`src/rtl/lfd_pkg.sv`:
```
// lfd_pkg: shared constants, timing figures and gamma table of the led fade dimming block
package lfd_pkg;

	// ==========================================================
	// channel and input layout
	localparam int unsigned CH_NUM      = 2;        // main current channels
	localparam int unsigned IN_NUM      = 3;        // debounced inputs: dimming input plus two enables
	localparam int unsigned IN_DIM      = 0;        // debouncer lane of the shared dimming input
	localparam int unsigned IN_EN_BASE  = 1;        // first debouncer lane of the enable inputs
	localparam int unsigned TSET_W      = 10;       // fade time setting width, in kilo-ohm units

	// ==========================================================
	// clock and timing figures
	localparam int unsigned CLK_PERIOD_NS   = 20;        // 50 MHz system clock
	localparam int unsigned DEBOUNCE_MS     = 37;        // stable time before an input change counts
	localparam int unsigned DEBOUNCE_CYC    = DEBOUNCE_MS * 1000000 / CLK_PERIOD_NS;
	localparam int unsigned DEB_CNT_W       = 21;        // holds DEBOUNCE_CYC
	localparam int unsigned PWM_FREQ_HZ     = 220;       // internal dimming pwm rate
	localparam int unsigned PWM_PERIOD_CYC  = 1000000000 / (PWM_FREQ_HZ * CLK_PERIOD_NS);
	localparam int unsigned GAMMA_FULL      = 1000;      // gamma table full scale
	localparam int unsigned SLOT_CYC        = PWM_PERIOD_CYC / GAMMA_FULL;
	localparam int unsigned TSET_UNIT_NS    = 2500000;   // fade time per kilo-ohm of setting
	localparam int unsigned GAMMA_STEPS     = 63;        // entries of the gamma table
	localparam int unsigned GAMMA_LAST      = GAMMA_STEPS - 1;
	localparam int unsigned STEP_UNIT_CYC   = TSET_UNIT_NS / (GAMMA_LAST * CLK_PERIOD_NS);
	localparam int unsigned INSTANT_NS      = 70000;     // whole ramp time with a zero setting
	localparam int unsigned INSTANT_CYC     = INSTANT_NS / (GAMMA_LAST * CLK_PERIOD_NS);

	// ==========================================================
	// types
	typedef logic [5:0]  lfd_idx_t;    // gamma index 0..62
	typedef logic [9:0]  lfd_lvl_t;    // intensity 0..1000
	typedef logic [11:0] lfd_cnt_t;    // prescaler counters

	localparam lfd_idx_t IDX_ZERO = 6'h00;
	localparam lfd_idx_t IDX_LAST = 6'h3E;
	localparam lfd_lvl_t LVL_TOP  = 10'h3E7;   // last pwm slot
	localparam lfd_cnt_t SLOT_TOP = lfd_cnt_t'(SLOT_CYC - 1);
	localparam lfd_cnt_t UNIT_TOP = lfd_cnt_t'(STEP_UNIT_CYC - 1);
	localparam lfd_cnt_t INST_TOP = lfd_cnt_t'(INSTANT_CYC - 1);

	// ==========================================================
	// gamma table, intensity scaled to 1000
	localparam lfd_lvl_t GAMMA_TAB [GAMMA_STEPS] = '{
		10'd0,   10'd2,   10'd4,   10'd6,   10'd8,   10'd10,  10'd12,  10'd16,
		10'd20,  10'd24,  10'd28,  10'd32,  10'd36,  10'd42,  10'd48,  10'd54,
		10'd60,  10'd66,  10'd72,  10'd80,  10'd88,  10'd96,  10'd104, 10'd112,
		10'd120, 10'd130, 10'd140, 10'd150, 10'd160, 10'd170, 10'd180, 10'd194,
		10'd208, 10'd222, 10'd236, 10'd250, 10'd264, 10'd282, 10'd300, 10'd318,
		10'd336, 10'd354, 10'd372, 10'd394, 10'd416, 10'd438, 10'd460, 10'd482,
		10'd504, 10'd534, 10'd564, 10'd594, 10'd624, 10'd654, 10'd684, 10'd722,
		10'd760, 10'd798, 10'd836, 10'd874, 10'd914, 10'd956, 10'd1000
	};

	// intensity of a gamma index; out-of-range indices read as full scale
	function automatic lfd_lvl_t gamma_lookup(input lfd_idx_t idx);
		lfd_lvl_t lvl;
		lvl = GAMMA_TAB[GAMMA_LAST];
		if (idx <= IDX_LAST) begin
			lvl = GAMMA_TAB[idx];
		end
		return lvl;
	endfunction

endpackage

```
`src/rtl/lfd_deb_if.sv`:
```
// lfd_deb_if: raw and debounced input lanes between the controller and its debouncer
interface lfd_deb_if;
	logic [lfd_pkg::IN_NUM-1:0] raw;      // active-sense input levels
	logic [lfd_pkg::IN_NUM-1:0] stable;   // debounced levels
	logic [lfd_pkg::IN_NUM-1:0] change;   // one-cycle pulse when a lane's stable level flips

	modport deb (input raw, output stable, output change);
	modport ctl (output raw, input stable, input change);
endinterface

```
`src/rtl/lfd_debounce.sv`:
```
// lfd_debounce: per-lane debouncer, a new level counts only after a full quiet interval
module lfd_debounce #(
	parameter int unsigned DEB_CYC = lfd_pkg::DEBOUNCE_CYC
) (
	// clock and reset
	input  wire logic   clk_sys_i,
	input  wire logic   rst_n_i,
	// lanes
	lfd_deb_if.deb      deb
);

	// ==========================================================
	// per-lane state
	localparam logic [lfd_pkg::DEB_CNT_W-1:0] CNT_TOP = lfd_pkg::DEB_CNT_W'(DEB_CYC - 1);

	logic [lfd_pkg::DEB_CNT_W-1:0] cnt_r [lfd_pkg::IN_NUM];   // cycles the new level has held
	logic [lfd_pkg::IN_NUM-1:0]    stable_r;                  // accepted level
	logic [lfd_pkg::IN_NUM-1:0]    change_r;                  // flip pulse

	// ==========================================================
	// counting: both edge directions use the same interval
	always_ff @(posedge clk_sys_i) begin
		if (!rst_n_i) begin
			stable_r <= '0;
			change_r <= '0;
			for (int i = 0; i < lfd_pkg::IN_NUM; i++) begin
				cnt_r[i] <= '0;
			end
		end else begin
			for (int i = 0; i < lfd_pkg::IN_NUM; i++) begin
				change_r[i] <= 1'b0;
				if (deb.raw[i] == stable_r[i]) begin
					// a glitch back to the old level restarts the wait
					cnt_r[i] <= '0;
				end else if (cnt_r[i] == CNT_TOP) begin
					stable_r[i] <= deb.raw[i];
					change_r[i] <= 1'b1;
					cnt_r[i]    <= '0;
				end else begin
					cnt_r[i] <= cnt_r[i] + 1'b1;
				end
			end
		end
	end

	assign deb.stable = stable_r;
	assign deb.change = change_r;

endmodule

```
`src/rtl/lfd_dim_ctrl.sv`:
```
// lfd_dim_ctrl: dimming, fade and supply lockout control of the two main led channels
//
// Overview of operation
// - one dimming input drives both channels together
// - source strap high external, low internal
// - sense strap high: high input is active
// - sense strap low: low input is active
// - external mode bypasses gamma and fade ramp
// - external average current equals full scale times duty
// - internal fade starts after debounce interval passes
// - internal 220 Hz pwm steps gamma sequence
// - positive external: edges switch outputs instantly
// - negative external: edges switch outputs instantly
// - positive internal: rise fades up, fall down
// - negative internal: rise fades down, fall up
// - supply low: sources off, latch kept
// - deep supply low resets latch, outputs off
// - sources return only on supply recovered
// - separate rise and fall fade time settings
// - zero setting gives near instant ramp
// - fixed 63-entry gamma table scaled to 1000
// - new toggle reverses a fade mid-ramp
// - debounce applies to both enable edges
module lfd_dim_ctrl #(
	parameter int unsigned DEB_CYC    = lfd_pkg::DEBOUNCE_CYC   // debounce length, shorten in simulation
) (
	// clock and reset
	input  wire logic                            clk_sys_i,
	input  wire logic                            rst_n_i,
	// strap pins, static after power-on
	input  wire logic                            dim_source_select_strap_i,
	input  wire logic                            input_sense_select_strap_i,
	// dimming and enable inputs
	input  wire logic                            dim_in_i,
	input  wire logic [lfd_pkg::CH_NUM-1:0]      channel_enable_inputs_i,
	// fade time settings in kilo-ohm units, zero means instant
	input  wire logic [lfd_pkg::TSET_W-1:0]      fade_rise_time_setting_i,
	input  wire logic [lfd_pkg::TSET_W-1:0]      fade_fall_time_setting_i,
	// supply monitor indications
	input  wire logic                            supply_low_i,
	input  wire logic                            supply_deep_low_i,
	input  wire logic                            supply_recovered_i,
	// current source switches
	output logic      [lfd_pkg::CH_NUM-1:0]      main_current_outputs_o,
	// status
	output logic      [lfd_pkg::CH_NUM-1:0]      channel_latch_o,
	output logic                                 supply_lockout_o
);

	// ==========================================================
	// declarations
	lfd_deb_if deb_lanes ();                                        // debouncer lanes

	logic                          ext_mode;                       // external pwm source selected
	logic                          dim_active;                     // dimming input in its active sense
	logic                          lockout_r;                      // sources held off by supply monitor
	logic [lfd_pkg::CH_NUM-1:0]    latch_r;                        // stored enable latch per channel
	lfd_pkg::lfd_idx_t             idx_r [lfd_pkg::CH_NUM];        // fade position per channel
	lfd_pkg::lfd_cnt_t             sub_r;                          // cycles within one pwm slot
	lfd_pkg::lfd_lvl_t             slot_r;                         // pwm slot within the period
	lfd_pkg::lfd_cnt_t             unit_cnt_r;                     // fade time unit prescaler
	lfd_pkg::lfd_cnt_t             inst_cnt_r;                     // instant ramp prescaler
	logic                          unit_tick;                      // one fade time unit elapsed
	logic                          inst_tick;                      // one instant step elapsed
	logic [lfd_pkg::TSET_W-1:0]    step_cnt_r [lfd_pkg::CH_NUM];   // units since last fade step
	logic [lfd_pkg::CH_NUM-1:0]    step_due;                       // channel takes a fade step now
	logic [lfd_pkg::CH_NUM-1:0]    pwm_on;                         // internal pwm level per channel
	logic [lfd_pkg::CH_NUM-1:0]    main_out_r;                     // registered source switches

	// ==========================================================
	// strap decode
	// the straps are read every cycle; they are assumed tied and never moved while running
	assign ext_mode   = dim_source_select_strap_i;
	// xnor with the sense strap turns either polarity into active high
	assign dim_active = ~(dim_in_i ^ input_sense_select_strap_i);

	// ==========================================================
	// debouncer: dimming input and both enables share one interval
	assign deb_lanes.raw = {channel_enable_inputs_i, dim_active};

	lfd_debounce #(
		.DEB_CYC (DEB_CYC)
	) u_debounce (
		.clk_sys_i (clk_sys_i),
		.rst_n_i   (rst_n_i),
		.deb       (deb_lanes.deb)
	);

	// ==========================================================
	// supply lockout: low turns sources off, only recovered turns them back on
	always_ff @(posedge clk_sys_i) begin
		if (!rst_n_i) begin
			lockout_r <= 1'b0;
		end else if (supply_low_i || supply_deep_low_i) begin
			// a low indication wins over a stale recovered indication
			lockout_r <= 1'b1;
		end else if (supply_recovered_i) begin
			lockout_r <= 1'b0;
		end
	end

	// ==========================================================
	// enable latch per channel
	always_ff @(posedge clk_sys_i) begin
		if (!rst_n_i) begin
			latch_r <= '0;
		end else if (supply_deep_low_i) begin
			// the deep low loses the latch contents: back to power-on default
			latch_r <= '0;
		end else begin
			for (int c = 0; c < lfd_pkg::CH_NUM; c++) begin
				if (deb_lanes.change[lfd_pkg::IN_EN_BASE + c]) begin
					// a debounced enable change overrides the dimming input
					latch_r[c] <= deb_lanes.stable[lfd_pkg::IN_EN_BASE + c];
				end else if (ext_mode) begin
					// external: follow the raw input, no debounce, edges act at once
					latch_r[c] <= dim_active;
				end else if (deb_lanes.change[lfd_pkg::IN_DIM]) begin
					// internal: a settled new level sets the fade target
					// setting the level already there leaves the channel as it is
					latch_r[c] <= deb_lanes.stable[lfd_pkg::IN_DIM];
				end
			end
		end
	end

	// ==========================================================
	// internal pwm: period split into 1000 slots of equal length
	always_ff @(posedge clk_sys_i) begin
		if (!rst_n_i) begin
			sub_r  <= '0;
			slot_r <= '0;
		end else if (sub_r == lfd_pkg::SLOT_TOP) begin
			sub_r  <= '0;
			// the slot count wraps once per 220 Hz period
			slot_r <= (slot_r == lfd_pkg::LVL_TOP) ? '0 : slot_r + 1'b1;
		end else begin
			sub_r <= sub_r + 1'b1;
		end
	end

	// a channel is lit in the slots below its gamma intensity
	always_comb begin
		for (int c = 0; c < lfd_pkg::CH_NUM; c++) begin
			pwm_on[c] = (slot_r < lfd_pkg::gamma_lookup(idx_r[c]));
		end
	end

	// ==========================================================
	// fade step prescalers, shared by both channels
	assign unit_tick = (unit_cnt_r == lfd_pkg::UNIT_TOP);
	assign inst_tick = (inst_cnt_r == lfd_pkg::INST_TOP);

	always_ff @(posedge clk_sys_i) begin
		if (!rst_n_i) begin
			unit_cnt_r <= '0;
			inst_cnt_r <= '0;
		end else begin
			// one unit is a kilo-ohm's share of one of the 62 steps
			unit_cnt_r <= unit_tick ? '0 : unit_cnt_r + 1'b1;
			// instant ramp runs the whole table in about 70 us
			inst_cnt_r <= inst_tick ? '0 : inst_cnt_r + 1'b1;
		end
	end

	// ==========================================================
	// step timing per channel, setting picked by fade direction
	always_comb begin
		for (int c = 0; c < lfd_pkg::CH_NUM; c++) begin
			if (latch_r[c]) begin
				// rising: zero setting steps on the fast tick
				step_due[c] = (fade_rise_time_setting_i == '0) ? inst_tick :
					(unit_tick && (step_cnt_r[c] >= fade_rise_time_setting_i - 1'b1));
			end else begin
				step_due[c] = (fade_fall_time_setting_i == '0) ? inst_tick :
					(unit_tick && (step_cnt_r[c] >= fade_fall_time_setting_i - 1'b1));
			end
		end
	end

	// units counted since the last step; cleared by each step
	always_ff @(posedge clk_sys_i) begin
		if (!rst_n_i) begin
			for (int c = 0; c < lfd_pkg::CH_NUM; c++) begin
				step_cnt_r[c] <= '0;
			end
		end else begin
			for (int c = 0; c < lfd_pkg::CH_NUM; c++) begin
				if (step_due[c]) begin
					step_cnt_r[c] <= '0;
				end else if (unit_tick) begin
					step_cnt_r[c] <= step_cnt_r[c] + 1'b1;
				end
			end
		end
	end

	// ==========================================================
	// fade position: walks toward the latch, one table entry a step
	always_ff @(posedge clk_sys_i) begin
		if (!rst_n_i || supply_deep_low_i) begin
			for (int c = 0; c < lfd_pkg::CH_NUM; c++) begin
				idx_r[c] <= lfd_pkg::IDX_ZERO;
			end
		end else begin
			for (int c = 0; c < lfd_pkg::CH_NUM; c++) begin
				if (ext_mode) begin
					// external: no ramp, the position just mirrors the switch
					idx_r[c] <= latch_r[c] ? lfd_pkg::IDX_LAST : lfd_pkg::IDX_ZERO;
				end else if (step_due[c]) begin
					// the target is read every step, so a new toggle reverses mid-ramp
					if (latch_r[c] && idx_r[c] != lfd_pkg::IDX_LAST) begin
						idx_r[c] <= idx_r[c] + 1'b1;
					end else if (!latch_r[c] && idx_r[c] != lfd_pkg::IDX_ZERO) begin
						idx_r[c] <= idx_r[c] - 1'b1;
					end
				end
			end
		end
	end

	// ==========================================================
	// source switches
	// held off through lockout while the latch keeps its state
	always_ff @(posedge clk_sys_i) begin
		if (!rst_n_i) begin
			main_out_r <= '0;
		end else begin
			for (int c = 0; c < lfd_pkg::CH_NUM; c++) begin
				if (lockout_r || supply_low_i || supply_deep_low_i) begin
					main_out_r[c] <= 1'b0;
				end else if (ext_mode) begin
					// full scale while the input is active, so average follows duty
					main_out_r[c] <= latch_r[c];
				end else begin
					main_out_r[c] <= pwm_on[c];
				end
			end
		end
	end

	// ==========================================================
	// outputs
	assign main_current_outputs_o = main_out_r;
	assign channel_latch_o        = latch_r;
	assign supply_lockout_o       = lockout_r;

endmodule

```
`config.mk`:
```
export PLATFORM = sky130hd
export DESIGN_NAME = lfd_dim_ctrl
export DESIGN_NICKNAME = d
export VERILOG_FILES = /design/src/rtl/lfd_pkg.sv /design/src/rtl/lfd_deb_if.sv /design/src/rtl/lfd_debounce.sv /design/src/rtl/lfd_dim_ctrl.sv
export SDC_FILE = /design/constraint.sdc
export NUM_CORES = 1
export LEC_CHECK = 0
export CORE_MARGIN = 1.5
export CORE_UTILIZATION = 49
export CTS_CLUSTER_SIZE = 14
export DETAILED_ROUTE_END_ITERATION = 8
export DONT_BUFFER_PORTS = 1
export HOLD_SLACK_MARGIN = 0.12
export PLACE_DENSITY = 0.61
export SYNTH_ARGS = -nofsm -noshare
export SYNTH_HDL_FRONTEND = slang
export SYNTH_SLANG_ARGS = --single-unit
```
`constraint.sdc`:
```
create_clock -name clk_sys_i -period 5.05 [get_ports clk_sys_i]
set_input_delay 0.2525 -clock clk_sys_i [delete_from_list [all_inputs] [get_ports clk_sys_i]]
set_output_delay 0.2525 -clock clk_sys_i [all_outputs]
set_load 0.005 [all_outputs]
```
=== Yosys cells after proc, flatten, opt, wreduce, memory -nomap -nowiden ===
Memory sizes are Yosys's and may differ from the RTL's.
Cells that the tools add are included.

* Input port bits: 30
* Output and inout port bits: 5
* Word-level logic and storage cells: 227
* Memories kept: 5
* Register bits after elaboration: 57
* RAM bits: 95
* Bits in read-only memories: 1280

* Muxes and demuxes: 116
* Reductions and logical operators: 30
* Equal/unequal tests: 12
* $add $sub $neg: 15
* Bitwise gates (word level): 27
* Magnitude comparators: 10

{| class="wikitable"
|+ Memories
! memory !! depth !! bits a word !! rd ports !! clocked after Yosys merged registers in !! write ports !! line !! source
|-
| (name not given) || 64 || 10 || 1 || 0 || 0 || lfd_pkg.sv:60 || <nowiki>lvl = GAMMA_TAB[idx];</nowiki>
|-
| (name not given) || 64 || 10 || 1 || 0 || 0 || lfd_pkg.sv:60 ||
|-
| u_debounce.cnt_r || 3 || 21 || 3 || 0 || 3 || lfd_debounce.sv:16 || <nowiki>logic [lfd_pkg::DEB_CNT_W-1:0] cnt_r [lfd_pkg::IN_NUM];</nowiki>
|-
| step_cnt_r || 2 || 10 || 2 || 0 || 2 || lfd_dim_ctrl.sv:65 || <nowiki>logic [lfd_pkg::TSET_W-1:0] step_cnt_r [lfd_pkg::CH_NUM];</nowiki>
|-
| idx_r || 2 || 6 || 2 || 0 || 2 || lfd_dim_ctrl.sv:58 || <nowiki>lfd_pkg::lfd_idx_t idx_r [lfd_pkg::CH_NUM];</nowiki>
|}

{| class="wikitable"
|+ Operators by type and width
! operator !! number
|-
| 2-to-1 mux 21 bit || 9
|-
| 2-to-1 mux 10 bit || 11
|-
| 2-to-1 mux 1 bit || 88
|-
| adder 21 x 1 -> 21 bit, second input constant || 3
|-
| == test 21 bit, second input constant || 3
|-
| 2-to-1 mux 6 bit || 8
|-
| greater-or-equal comparator 10 bit || 4
|-
| adder 12 x 1 -> 12 bit, second input constant || 3
|-
| adder 10 x 1 -> 10 bit, second input constant || 3
|-
| logical NOT 10 bit || 2
|-
| less-than comparator 10 bit || 2
|-
| subtractor 10 x 1 -> 10 bit, second input constant || 2
|-
| bitwise OR 1 bit || 19
|-
| greater-or-equal comparator 7 bit, second input constant || 2
|-
| NOT 6 -> 7 bit || 2
|-
| adder 6 x 1 -> 6 bit, second input constant || 2
|-
| == test 12 x 11 -> 1 bit, second input constant || 1
|-
| == test 12 x 6 -> 1 bit, second input constant || 1
|-
| == test 12 x 8 -> 1 bit, second input constant || 1
|-
| less-or-equal comparator 6 bit, second input constant || 2
|-
| inequality test 6 bit, second input constant || 2
|-
| nonzero test 6 bit || 2
|-
| subtractor 6 x 1 -> 6 bit, second input constant || 2
|-
| == test 10 bit, second input constant || 1
|-
| other kinds (10) || 35
|}

=== Depth between registers and ports, before layout ===
Gate-level depths: netlist of run 1.

* Depth in word-level cells: 11
* Gate-level depth with buffers: 21
* Gate-level depth less buffers: 21

=== By module ===
Synthesis of run 1 repeated with hierarchy kept, for this count alone.

* Cell total of the unflattened synthesis: 1245
* Area total of the unflattened synthesis: 10874.2 µm²

{| class="wikitable"
|+ By module, submodules not included
! module !! area each (µm²) !! sequential area each (µm²) !! cells an instance !! instances
|-
| lfd_dim_ctrl || 7163.1 || 1981.9 || 884 || 1
|-
| lfd_debounce || 3711.1 || 2011.9 || 361 || 1
|}

=== Worst setup path before layout of run 1 ===
No wires, ideal clock.

* Path type: input -> register
* Start point: input port fade_fall_time_setting_i[0] (netlist name)
* End point: memory idx_r[1][5] (netlist name) (data pin)
* Data required time: 4.918 ns
* Library setup time: 0.132 ns
* Arrival time: 3.896 ns
* Buffers on the path: 0
* Slack: 1.022 ns
* Cell stages on the path: 21
* Path through: inv_1 -> ha_1 -> nand2_1 -> xor2_1 -> ha_1 -> a211o_1 -> a21oi_1 -> o21ai_0 -> maj3_2 -> maj3_2 -> a21o_1 -> nand4_1 -> inv_1 -> ha_1 -> a21o_1 -> a21oi_1 -> o21bai_1 -> a21oi_1 -> xnor2_1 -> mux2_2 -> nand2_1

{| class="wikitable"
|+ RTL lines
! element !! line !! source
|-
| start: declaration || lfd_dim_ctrl.sv:38 || <nowiki>input wire logic [lfd_pkg::TSET_W-1:0] fade_fall_time_setting_i,</nowiki>
|-
| end: declaration || lfd_dim_ctrl.sv:58 ||
|}

==> parameters.txt, run 1 <==
Parameter                              Value

CTS
  Clock transition at path regs    ~0.070 ns
  CTS tree    done
  Clock root cell    sky130_fd_sc_hd__clkbuf_16
  Number of instances resized during post-cts repair    0
  Insertion delay to the later sink of the worst-skew pair    0.43 ns
  Hold buffers post-CTS    5
  Maximum buffer depth of the clock tree    2
  Max H-tree Level    4
  Total number of clock tree sinks    between 150 and 200
  Number of buffers inserted by post-CTS setup repair    0
  Total CTS buffers    17

Worst setup path
  Register-to-Register Path Depth    17
  R2R Path Start    step_cnt_r[1][4]$_SDFFCE_PN0P_
  Critical path's largest stage delay    around 0.48 ns
  Highest-delay cell along the critical path    sky130_fd_sc_hd__edfxtp_1
  Crit-path leading delay family    compound AO/OA/AOI/OAI gates
  Startpoint type of the worst setup path    register
  Most common cell type on the critical path    sky130_fd_sc_hd__a21oi_1
  CP Cell Sequence    ha_1, a211o_1, a21oi_1, o21ai_0, maj3_2, maj3_2, a21o_1, nand4_1, inv_1, ha_1, a21o_1, a21oi_1, o21bai_1, a21oi_1, xnor2_1, mux2_2, nand2_1
  Buf+Inv Stages, Crit Path    1
  CP required    ~5.4 ns
  Data arrival at the endpoint of the critical path    4.36 ns
  Largest driver fanout on the critical path    5
  Endpoint of the lowest-slack register-to-register path    idx_r[1][5]$_DFFE_PP_
  Worst Path Class, Setup    register to register
  Register-to-register path setup slack    ~0.99 ns
  Category of the worst setup path capture point    register

Synth
  Library cells used by synthesis    between 70 and 80
  Number of synthesized flops with an enable pin    95
  Share of synthesized flip-flops with an asynchronous set or reset    0
  Synth warnings    0
  Library cell with the largest summed area after synthesis    sky130_fd_sc_hd__edfxtp_1
  Average size of a mapped cell    a little under 9 um2
  Area contributors post-synth    sky130_fd_sc_hd__edfxtp_1 27%, sky130_fd_sc_hd__dfxtp_1 11%, sky130_fd_sc_hd__ha_1 9.1%
  Syn Std Cell Area    ~11000 um2
  Share of synthesized area occupied by flip-flops and latches    0.3764
  Synthesized instance count    1205
  Top flip-flop cell by instance count after synthesis    sky130_fd_sc_hd__edfxtp_1
  Post-synthesis register bit count    around 150
  Area share of the largest cell type after synthesis    0.2688

Route
  Detail Route Antenna Nets    0
  Detailed-route DRC error count    0
  Number of vias after detailed routing    around 8400
  Initial detailed-routing violation count    473
  Aggregate routed wire length    22210 um
  Length of the first detailed-routing pass in iterations    7
  Via count normalized by instance count    5.493
  Routed length per placed instance    around 14 um

STA
  Final setup vio count    0
  Post-route setup TNS    0 ns
  Slew at the pin closest to its max-slew limit    about 0.9 ns
  Worst clock skew    0.01344 ns
  Fin worst setup slack    slightly below 1 ns
  Number of max-slew violations in the final report    0
  Worst rel slew slack    0.3957
  Unrepaired setup endpoints after global routing    no
  Achievable clock frequency    246.6 MHz
  Number of hold violations in the final report    0
  Time the final worst path needs with I/O delays and setup    ~4 ns
  Final clock period utilization by the worst path    0.8030
  Min Hold Slack    roughly 0.11 ns

Die
  FP Rows    53
  Overall die area    between 20000 and 25000 um2
  Core region area    between 20000 and 25000 um2
  DIE HEIGHT    between 150 and 200 um
  Ports placed on the boundary    35
  Die Width    around 150 um
  Effective utilization at floorplan    0.5016

Worst hold path
  Path category of the worst min-delay check    input port to register
  Start point of the worst hold path    dim_source_select_strap_i
  Depth of the worst hold-timing path    3
  Endpoint of the worst hold path    main_current_outputs_o[1]$_SDFF_PP0_

Placement
  Last weighted congestion value of the routability-driven placer    approximately 0.9
  Buffers added on ports    0
  Estimated wirelength of the detail-placed design    16160 um
  Setup Slack @ Placement    0.6662 ns
  Inst Count DP    between 1000 and 1500
  Placed instance area    11030 um2

Cells and area
  Most common library cell in the layout ignoring fill and taps    sky130_fd_sc_hd__nor2_1
  Post-layout util    0.5500
  Synth-to-layout area growth    9.645%
  Final antenna diode count    0
  Layout Cells excl Fill    1535
  Most frequent cells in the layout    174 x sky130_fd_sc_hd__nor2_1, 95 x sky130_fd_sc_hd__edfxtp_1, 92 x sky130_fd_sc_hd__nand2_1
  Final Cell Area    roughly 12000 um2
  Nets    around 1400
  Total area of sequential cells    approximately 4000 um2
  Combined area of the multi-input logic cells    6495 um2
  Number of fill cells    just under 2000
  Fraction of final layout cells with drive strength greater than 1    0.05000

Job
  Max Cap Violations    0

GRT
  Antenna violations before repair    0
  Total grt overflow    0
  Pin count of the biggest net entering global routing    37
  Via count of the first global-routing pass    approximately 7800
  Global-route wire length before repair    37410 um
  Total GRT Usage    0.2060

Run status
  Result of the run    completed

Power
  Post-layout total power    between 3 and 4 mW
  Max IR drop VDD    between 200 and 250 uV
  Total power divided by cell area    268.9 nW/um2
  Leakage    about 4.5 nW
==> logic make-up (layout without fill, tap and decap cells) <==
family,count (synthesis),after routing,share of synthesized area
simple gates,525,525,0.2467
flops,152,152,0.3764
other cells,1,63,0.0003534
mux,10,10,0.01203
compound gates,207,207,0.1219
buf+inv,92,85,0.03349
xor+xnor,135,135,0.1114
fa+ha+maj,83,83,0.09775
==> worst reg2reg max path: stages, from the launching register on <==
cell and delay [ns]:
sky130_fd_sc_hd__edfxtp_1 0.48, sky130_fd_sc_hd__ha_1 0.36, sky130_fd_sc_hd__a211o_1 0.29, sky130_fd_sc_hd__a21oi_1 0.12, sky130_fd_sc_hd__o21ai_0 0.10, sky130_fd_sc_hd__maj3_2 0.30
sky130_fd_sc_hd__maj3_2 0.30, sky130_fd_sc_hd__a21o_1 0.17, sky130_fd_sc_hd__nand4_1 0.18, sky130_fd_sc_hd__inv_1 0.13, sky130_fd_sc_hd__ha_1 0.29, sky130_fd_sc_hd__a21o_1 0.17
sky130_fd_sc_hd__a21oi_1 0.20, sky130_fd_sc_hd__o21bai_1 0.09, sky130_fd_sc_hd__a21oi_1 0.18, sky130_fd_sc_hd__xnor2_1 0.14, sky130_fd_sc_hd__mux2_2 0.35, sky130_fd_sc_hd__nand2_1 0.06
==> cell type report <==
cell class | instances | area share
Multi-Input combinational cell | 1023 | 0.5582
Sequential cell | 152 | 0.3433
Tap cell | 275 | 0.02957
Clock inverter | 15 | 0.01129
Clock buffer | 17 | 0.03656
Inverter | 44 | 0.01420
Timing Repair Buffer | 9 | 0.006882
==> flip-flops by register name, indices dropped and copies added (netlist names) <==
register,flops
supply_lockout_o,1
main_current_outputs_o,2
u_debounce.cnt_r,63
step_cnt_r,20
inst_cnt_r,12
idx_r,12
slot_r,10
sub_r,12
channel_latch_o,2
unit_cnt_r,12
u_debounce.deb.change,3
u_debounce.deb.stable,3
==> cells in the mapped netlist (all sizes together) (16+ instances only) <==
| cell | number |
|---|---|
| clkbuf | 40 |
| edfxtp | 95 |
| nand3 | 74 |
| nor2 | 185 |
| xor2 | 81 |
| xnor2 | 54 |
| nand4 | 33 |
| and2 | 16 |
| o21ai | 55 |
| ha | 77 |
| inv | 44 |
| dfxtp | 57 |
| and3 | 30 |
| a21oi | 62 |
| nor3 | 19 |
| nand2 | 92 |
==> power breakdown <==
part	switching, mW	internal [mW]	leakage [nW]	total [mW]
logic	0.270	0.188	2.72	0.458
registers	0.0770	1.37	1.45	1.45
clock network	0.570	0.648	0.278	1.22
total	0.917	2.21	4.45	3.13
==> per-layer routing <==
layer | up-vias | routed length, um | GRT usage
met4 | 0 | 384 | 0.06520
li1 | 4343 | - | -
met3 | 29 | 1033 | 0.03970
met2 | 159 | 9672 | 0.3163
met1 | 3900 | 11120 | 0.2919
met5 | - | 0 | 0
==> how the worst max path moves through the flow <==
stage / startpoint / to / slack (ns) / depth (start not counted)
after global routing: step_cnt_r[1][4]$_SDFFCE_PN0P_ / idx_r[1][5]$_DFFE_PP_ / 0.74 / 17
final: step_cnt_r[1][4]$_SDFFCE_PN0P_ / idx_r[1][5]$_DFFE_PP_ / 0.99 / 17
after CTS: step_cnt_r[1][4]$_SDFFCE_PN0P_ / idx_r[1][5]$_DFFE_PP_ / 1.01 / 17
after detailed placement: fade_fall_time_setting_i[0] / idx_r[1][5]$_DFFE_PP_ / 0.67 / 21
after floorplan: fade_fall_time_setting_i[0] / idx_r[1][5]$_DFFE_PP_ / 1.02 / 21
after global placement: fade_fall_time_setting_i[0] / idx_r[1][5]$_DFFE_PP_ / 0.73 / 21
Power figures use the tool's default switching activity.
==> run 2: changes to the inputs <==
--- a/config.mk
+++ b/config.mk
@@ -5,13 +5,14 @@
 export SDC_FILE = /design/constraint.sdc
 export NUM_CORES = 1
 export LEC_CHECK = 0
+export ABC_AREA = 1
 export CORE_MARGIN = 1.5
 export CORE_UTILIZATION = 49
 export CTS_CLUSTER_SIZE = 14
 export DETAILED_ROUTE_END_ITERATION = 8
 export DONT_BUFFER_PORTS = 1
 export HOLD_SLACK_MARGIN = 0.12
-export PLACE_DENSITY = 0.61
+export PLACE_DENSITY = 0.63
 export SYNTH_ARGS = -nofsm -noshare
 export SYNTH_HDL_FRONTEND = slang
 export SYNTH_SLANG_ARGS = --single-unit
==> constraint.sdc (replaced) <==
create_clock -name clk_sys_i -period 3.35 [get_ports clk_sys_i]
set_input_delay 0.1675 -clock clk_sys_i [delete_from_list [all_inputs] [get_ports clk_sys_i]]
set_output_delay 0.1675 -clock clk_sys_i [all_outputs]
set_load 0.005 [all_outputs]
==> run 2 against run 1 <==
Flip-flop and latch count unchanged. Die area increased by 5.0%. Largest power group unchanged. Via count increased by 17%. Critical endpoint unchanged.
==> parameters.txt, run 2 <==
Parameter                              Value

Cells and area
  Nets    1729 (was 1355)
  Fraction of final layout cells with drive strength greater than 1    0.09180 (was 0.05000)
  Post-layout util    0.5669 (was 0.5500)
  Most frequent cells in the layout    286 x sky130_fd_sc_hd__nand2_1, 225 x sky130_fd_sc_hd__inv_1, 198 x sky130_fd_sc_hd__nor2_1 (was 174 x sky130_fd_sc_hd__nor2_1, 95 x sky130_fd_sc_hd__edfxtp_1, 92 x sky130_fd_sc_hd__nand2_1)
  Max FFs per register    63 (unchanged)
  Synth-to-layout area growth    14.34% (was 9.645%)
  Regs by FF count    u_debounce.cnt_r x63, step_cnt_r x20 (unchanged)
  Reg with most FFs    u_debounce.cnt_r (unchanged)
  Final antenna diode count    0 (unchanged)
  Most common library cell in the layout ignoring fill and taps    sky130_fd_sc_hd__nand2_1 (was sky130_fd_sc_hd__nor2_1)
  Layout Cells excl Fill    1919 (was 1535)

Worst hold path
  Start point of the worst hold path    dim_source_select_strap_i (unchanged)
  Path category of the worst min-delay check    input port to register (unchanged)

Die
  DIE HEIGHT    153.9 um (was 150.2 um)
  Ports placed on the boundary    35 (unchanged)
  Core region area    22500 um2 (was 21150 um2)
  Die Width    153.9 um (was 150.2 um)
  Overall die area    23680 um2 (was 22550 um2)
  Effective utilization at floorplan    0.4958 (was 0.5016)
  FP Rows    55 (was 53)

Job
  Max Cap Violations    0 (unchanged)

Route
  Detailed-route DRC error count    0 (unchanged)
  Aggregate routed wire length    25040 um (was 22210 um)
  Detail Route Antenna Nets    0 (unchanged)
  Initial detailed-routing violation count    588 (was 473)
  Number of vias after detailed routing    9844 (was 8431)
  Via count normalized by instance count    5.130 (was 5.493)
  Length of the first detailed-routing pass in iterations    5 (was 7)
  Routed length per placed instance    13.05 um (was 14.47 um)

Worst setup path
  Category of the worst setup path capture point    register (unchanged)
  Data arrival at the endpoint of the critical path    3.31 ns (was 4.36 ns)
  CP required    3.53 ns (was 5.35 ns)
  Critical path's largest stage delay    0.46 ns (was 0.48 ns)
  CP Cell Sequence    ha_1, nand2_1, inv_1, a21oi_1, nand2_1, nand2_1, nand3_1, nand2_1, nand2_1, nand2_1, nand2_2, nand2_1, nand2_2, nand2_4, inv_2, ha_4, a21oi_2, nand2_2, a21oi_2, nor2_1, nor2_1, xor2_1, or2_0, nand3_1 (was ha_1, a211o_1, a21oi_1, o21ai_0, maj3_2, maj3_2, a21o_1, nand4_1, inv_1, ha_1, a21o_1, a21oi_1, o21bai_1, a21oi_1, xnor2_1, mux2_2, nand2_1)
  Launch point of the critical path    step_cnt_r[1][5]$_SDFFCE_PN0P_ (was step_cnt_r[1][4]$_SDFFCE_PN0P_)
  Worst Path Class, Setup    register to register (unchanged)
  Crit-path leading delay family    simple AND/OR/NAND/NOR gates (was compound AO/OA/AOI/OAI gates)
  Buf+Inv Stages, Crit Path    2 (was 1)
  R2R Path Start    step_cnt_r[1][5]$_SDFFCE_PN0P_ (was step_cnt_r[1][4]$_SDFFCE_PN0P_)
  Highest-delay cell along the critical path    sky130_fd_sc_hd__edfxtp_1 (unchanged)
  Most common cell type on the critical path    sky130_fd_sc_hd__nand2_1 (was sky130_fd_sc_hd__a21oi_1)
  Largest driver fanout on the critical path    4 (was 5)
  Startpoint type of the worst setup path    register (unchanged)

STA
  Number of max-slew violations in the final report    0 (unchanged)
  Worst rel slew slack    0.3824 (was 0.3957)
  Achievable clock frequency    319.3 MHz (was 246.6 MHz)
  Final setup vio count    0 (unchanged)
  Unrepaired setup endpoints after global routing    yes (was no)
  Time the final worst path needs with I/O delays and setup    3.131 ns (was 4.055 ns)
  Final clock period utilization by the worst path    0.9347 (was 0.8030)
  Slew at the pin closest to its max-slew limit    0.9237 ns (was 0.9064 ns)
  Min Hold Slack    0.1373 ns (was 0.1126 ns)
  Worst clock skew    0.01195 ns (was 0.01344 ns)
  Number of hold violations in the final report    0 (unchanged)
  Post-route setup TNS    0 ns (unchanged)

Placement
  Estimated wirelength of the detail-placed design    19360 um (was 16160 um)
  Buffers added on ports    0 (unchanged)
  Inst Count DP    1869 (was 1498)
  Last weighted congestion value of the routability-driven placer    0.9323 (was 0.8962)

Power
  Max IR drop VDD    340.3 uV (was 224.5 uV)
  Post-layout total power    4.720 mW (was 3.128 mW)
  Leakage    5.532 nW (was 4.450 nW)
  Total power divided by cell area    370.0 nW/um2 (was 268.9 nW/um2)

Run status
  Result of the run    completed (unchanged)

Synth
  Area share of the largest cell type after synthesis    0.2557 (was 0.2688)
  Syn Std Cell Area    11160 um2 (was 10610 um2)
  Synthesized instance count    1507 (was 1205)
  Top flip-flop cell by instance count after synthesis    sky130_fd_sc_hd__edfxtp_1 (unchanged)
  Top cells by count, synth    288 x sky130_fd_sc_hd__nand2_1, 230 x sky130_fd_sc_hd__inv_1, 198 x sky130_fd_sc_hd__nor2_1 (was 174 x sky130_fd_sc_hd__nor2_1, 95 x sky130_fd_sc_hd__edfxtp_1, 92 x sky130_fd_sc_hd__nand2_1)
  Synth warnings    0 (unchanged)
  Number of synthesized flops with an enable pin    95 (unchanged)
  Share of synthesized area occupied by flip-flops and latches    0.3580 (was 0.3764)
  Post-synthesis register bit count    152 (unchanged)
  Most common cell in the netlist    sky130_fd_sc_hd__nand2_1 (was sky130_fd_sc_hd__nor2_1)
  Area contributors post-synth    sky130_fd_sc_hd__edfxtp_1 26%, sky130_fd_sc_hd__dfxtp_1 10%, sky130_fd_sc_hd__nand2_1 9.7% (was sky130_fd_sc_hd__edfxtp_1 27%, sky130_fd_sc_hd__dfxtp_1 11%, sky130_fd_sc_hd__ha_1 9.1%)
  Library cell with the largest summed area after synthesis    sky130_fd_sc_hd__edfxtp_1 (unchanged)
  Library cells used by synthesis    58 (was 73)
  Share of synthesized flip-flops with an asynchronous set or reset    0 (unchanged)
  Average size of a mapped cell    7.403 um2 (was 8.806 um2)

GRT
  Antenna violations before repair    1 (was 0)
  Total GRT Usage    0.2207 (was 0.2060)
  Pin count of the biggest net entering global routing    22 (was 37)
  Global-route wire length before repair    42920 um (was 37410 um)
  Total grt overflow    0 (unchanged)
  Via count of the first global-routing pass    9299 (was 7798)

CTS
  Maximum buffer depth of the clock tree    2 (unchanged)
  Total CTS buffers    17 (unchanged)
  Clock root cell    sky130_fd_sc_hd__clkbuf_16 (unchanged)
  Clock transition at path regs    0.07 ns (about the same)
  Total number of clock tree sinks    152 (unchanged)
  Insertion delay to the later sink of the worst-skew pair    0.42 ns (was 0.43 ns)
  Max H-tree Level    4 (unchanged)
  CTS tree    done (unchanged)
==> run 2: routing by layer <==
metal	vias to the layer above	wire length, um	track usage
li1	5202	-	-
met3	38	934	0.03551
met4	0	463	0.06565
met2	183	11520	0.3663
met1	4421	12120	0.2966
met5	-	0	0
==> run 2: area by class of cell <==
cell class	count	area, um2
Sequential cell	152	3994
Inverter	241	912.1
Clock inverter	14	185.2
Clock buffer	18	439.2
Tap cell	285	356.6
Fill cell	2168	9746
Multi-Input combinational cell	1158	6460
Timing Repair Buffer	51	410.4
==> run 2: path summary, 6_finish.rpt <==
| check | cells after the start | slack, ns | endpoint |
|---|---|---|---|
| max reg2reg | 24 | 0.22 | idx_r[1][5]$_DFFE_PP_ |
| max | 24 | 0.22 | idx_r[1][5]$_DFFE_PP_ |
| min reg2reg | 1 | 0.43 | channel_latch_o[1]$_SDFFE_PP0P_ |
| min | 3 | 0.14 | main_current_outputs_o[1]$_SDFF_PP0_ |
==> run 2: tightest hold or removal path, cell delays in order <==
cell	delay, ns
sky130_fd_sc_hd__inv_1	0.12
sky130_fd_sc_hd__nand3_1	0.13
sky130_fd_sc_hd__a21oi_1	0.08
==> run 2: kinds of logic after synthesis <==
family                     count (synthesis)  share of synthesized area
and+or+nand+nor                          759                     0.3159
buffers and inverters                    259                    0.08747
AOI/OAI and AO/OA                        207                     0.1101
DFF                                      152                     0.3580
adders and majority gates                 78                    0.08815
xor gates and xnor gates                  51                    0.04004
other                                      1                  0.0003361
==> run 2: power by group <==
part / leakage [nW] / internal, mW / switching (mW)
logic: 3.76 / 0.204 / 0.346
registers: 1.46 / 2.06 / 0.0657
clock network: 0.309 / 1.21 / 0.831
total: 5.53 / 3.48 / 1.24
==> run 2: through the flow <==
| step | cell area (um2) | worst slack [ns] |
|---|---|---|
| detailed placement | 11950 | -0.1452 |
| floorplan | 11410 | 0.08025 |
| CTS | 12680 | 0.07649 |
| global route | 12760 | -0.09766 |
| finish | 12760 | 0.2186 |
| global placement | 11950 | 0.01557 |
==> run 2: timing repair <==
| action | in CTS | in global routing |
|---|---|---|
| setup endpoints to repair | 0 | 4 |
| resized for setup | 0 | 10 |
| endpoints found under the hold margin | 15 | 0 |
| buffers inserted | 0 | 7 |
| hold buffers | 11 | 0 |
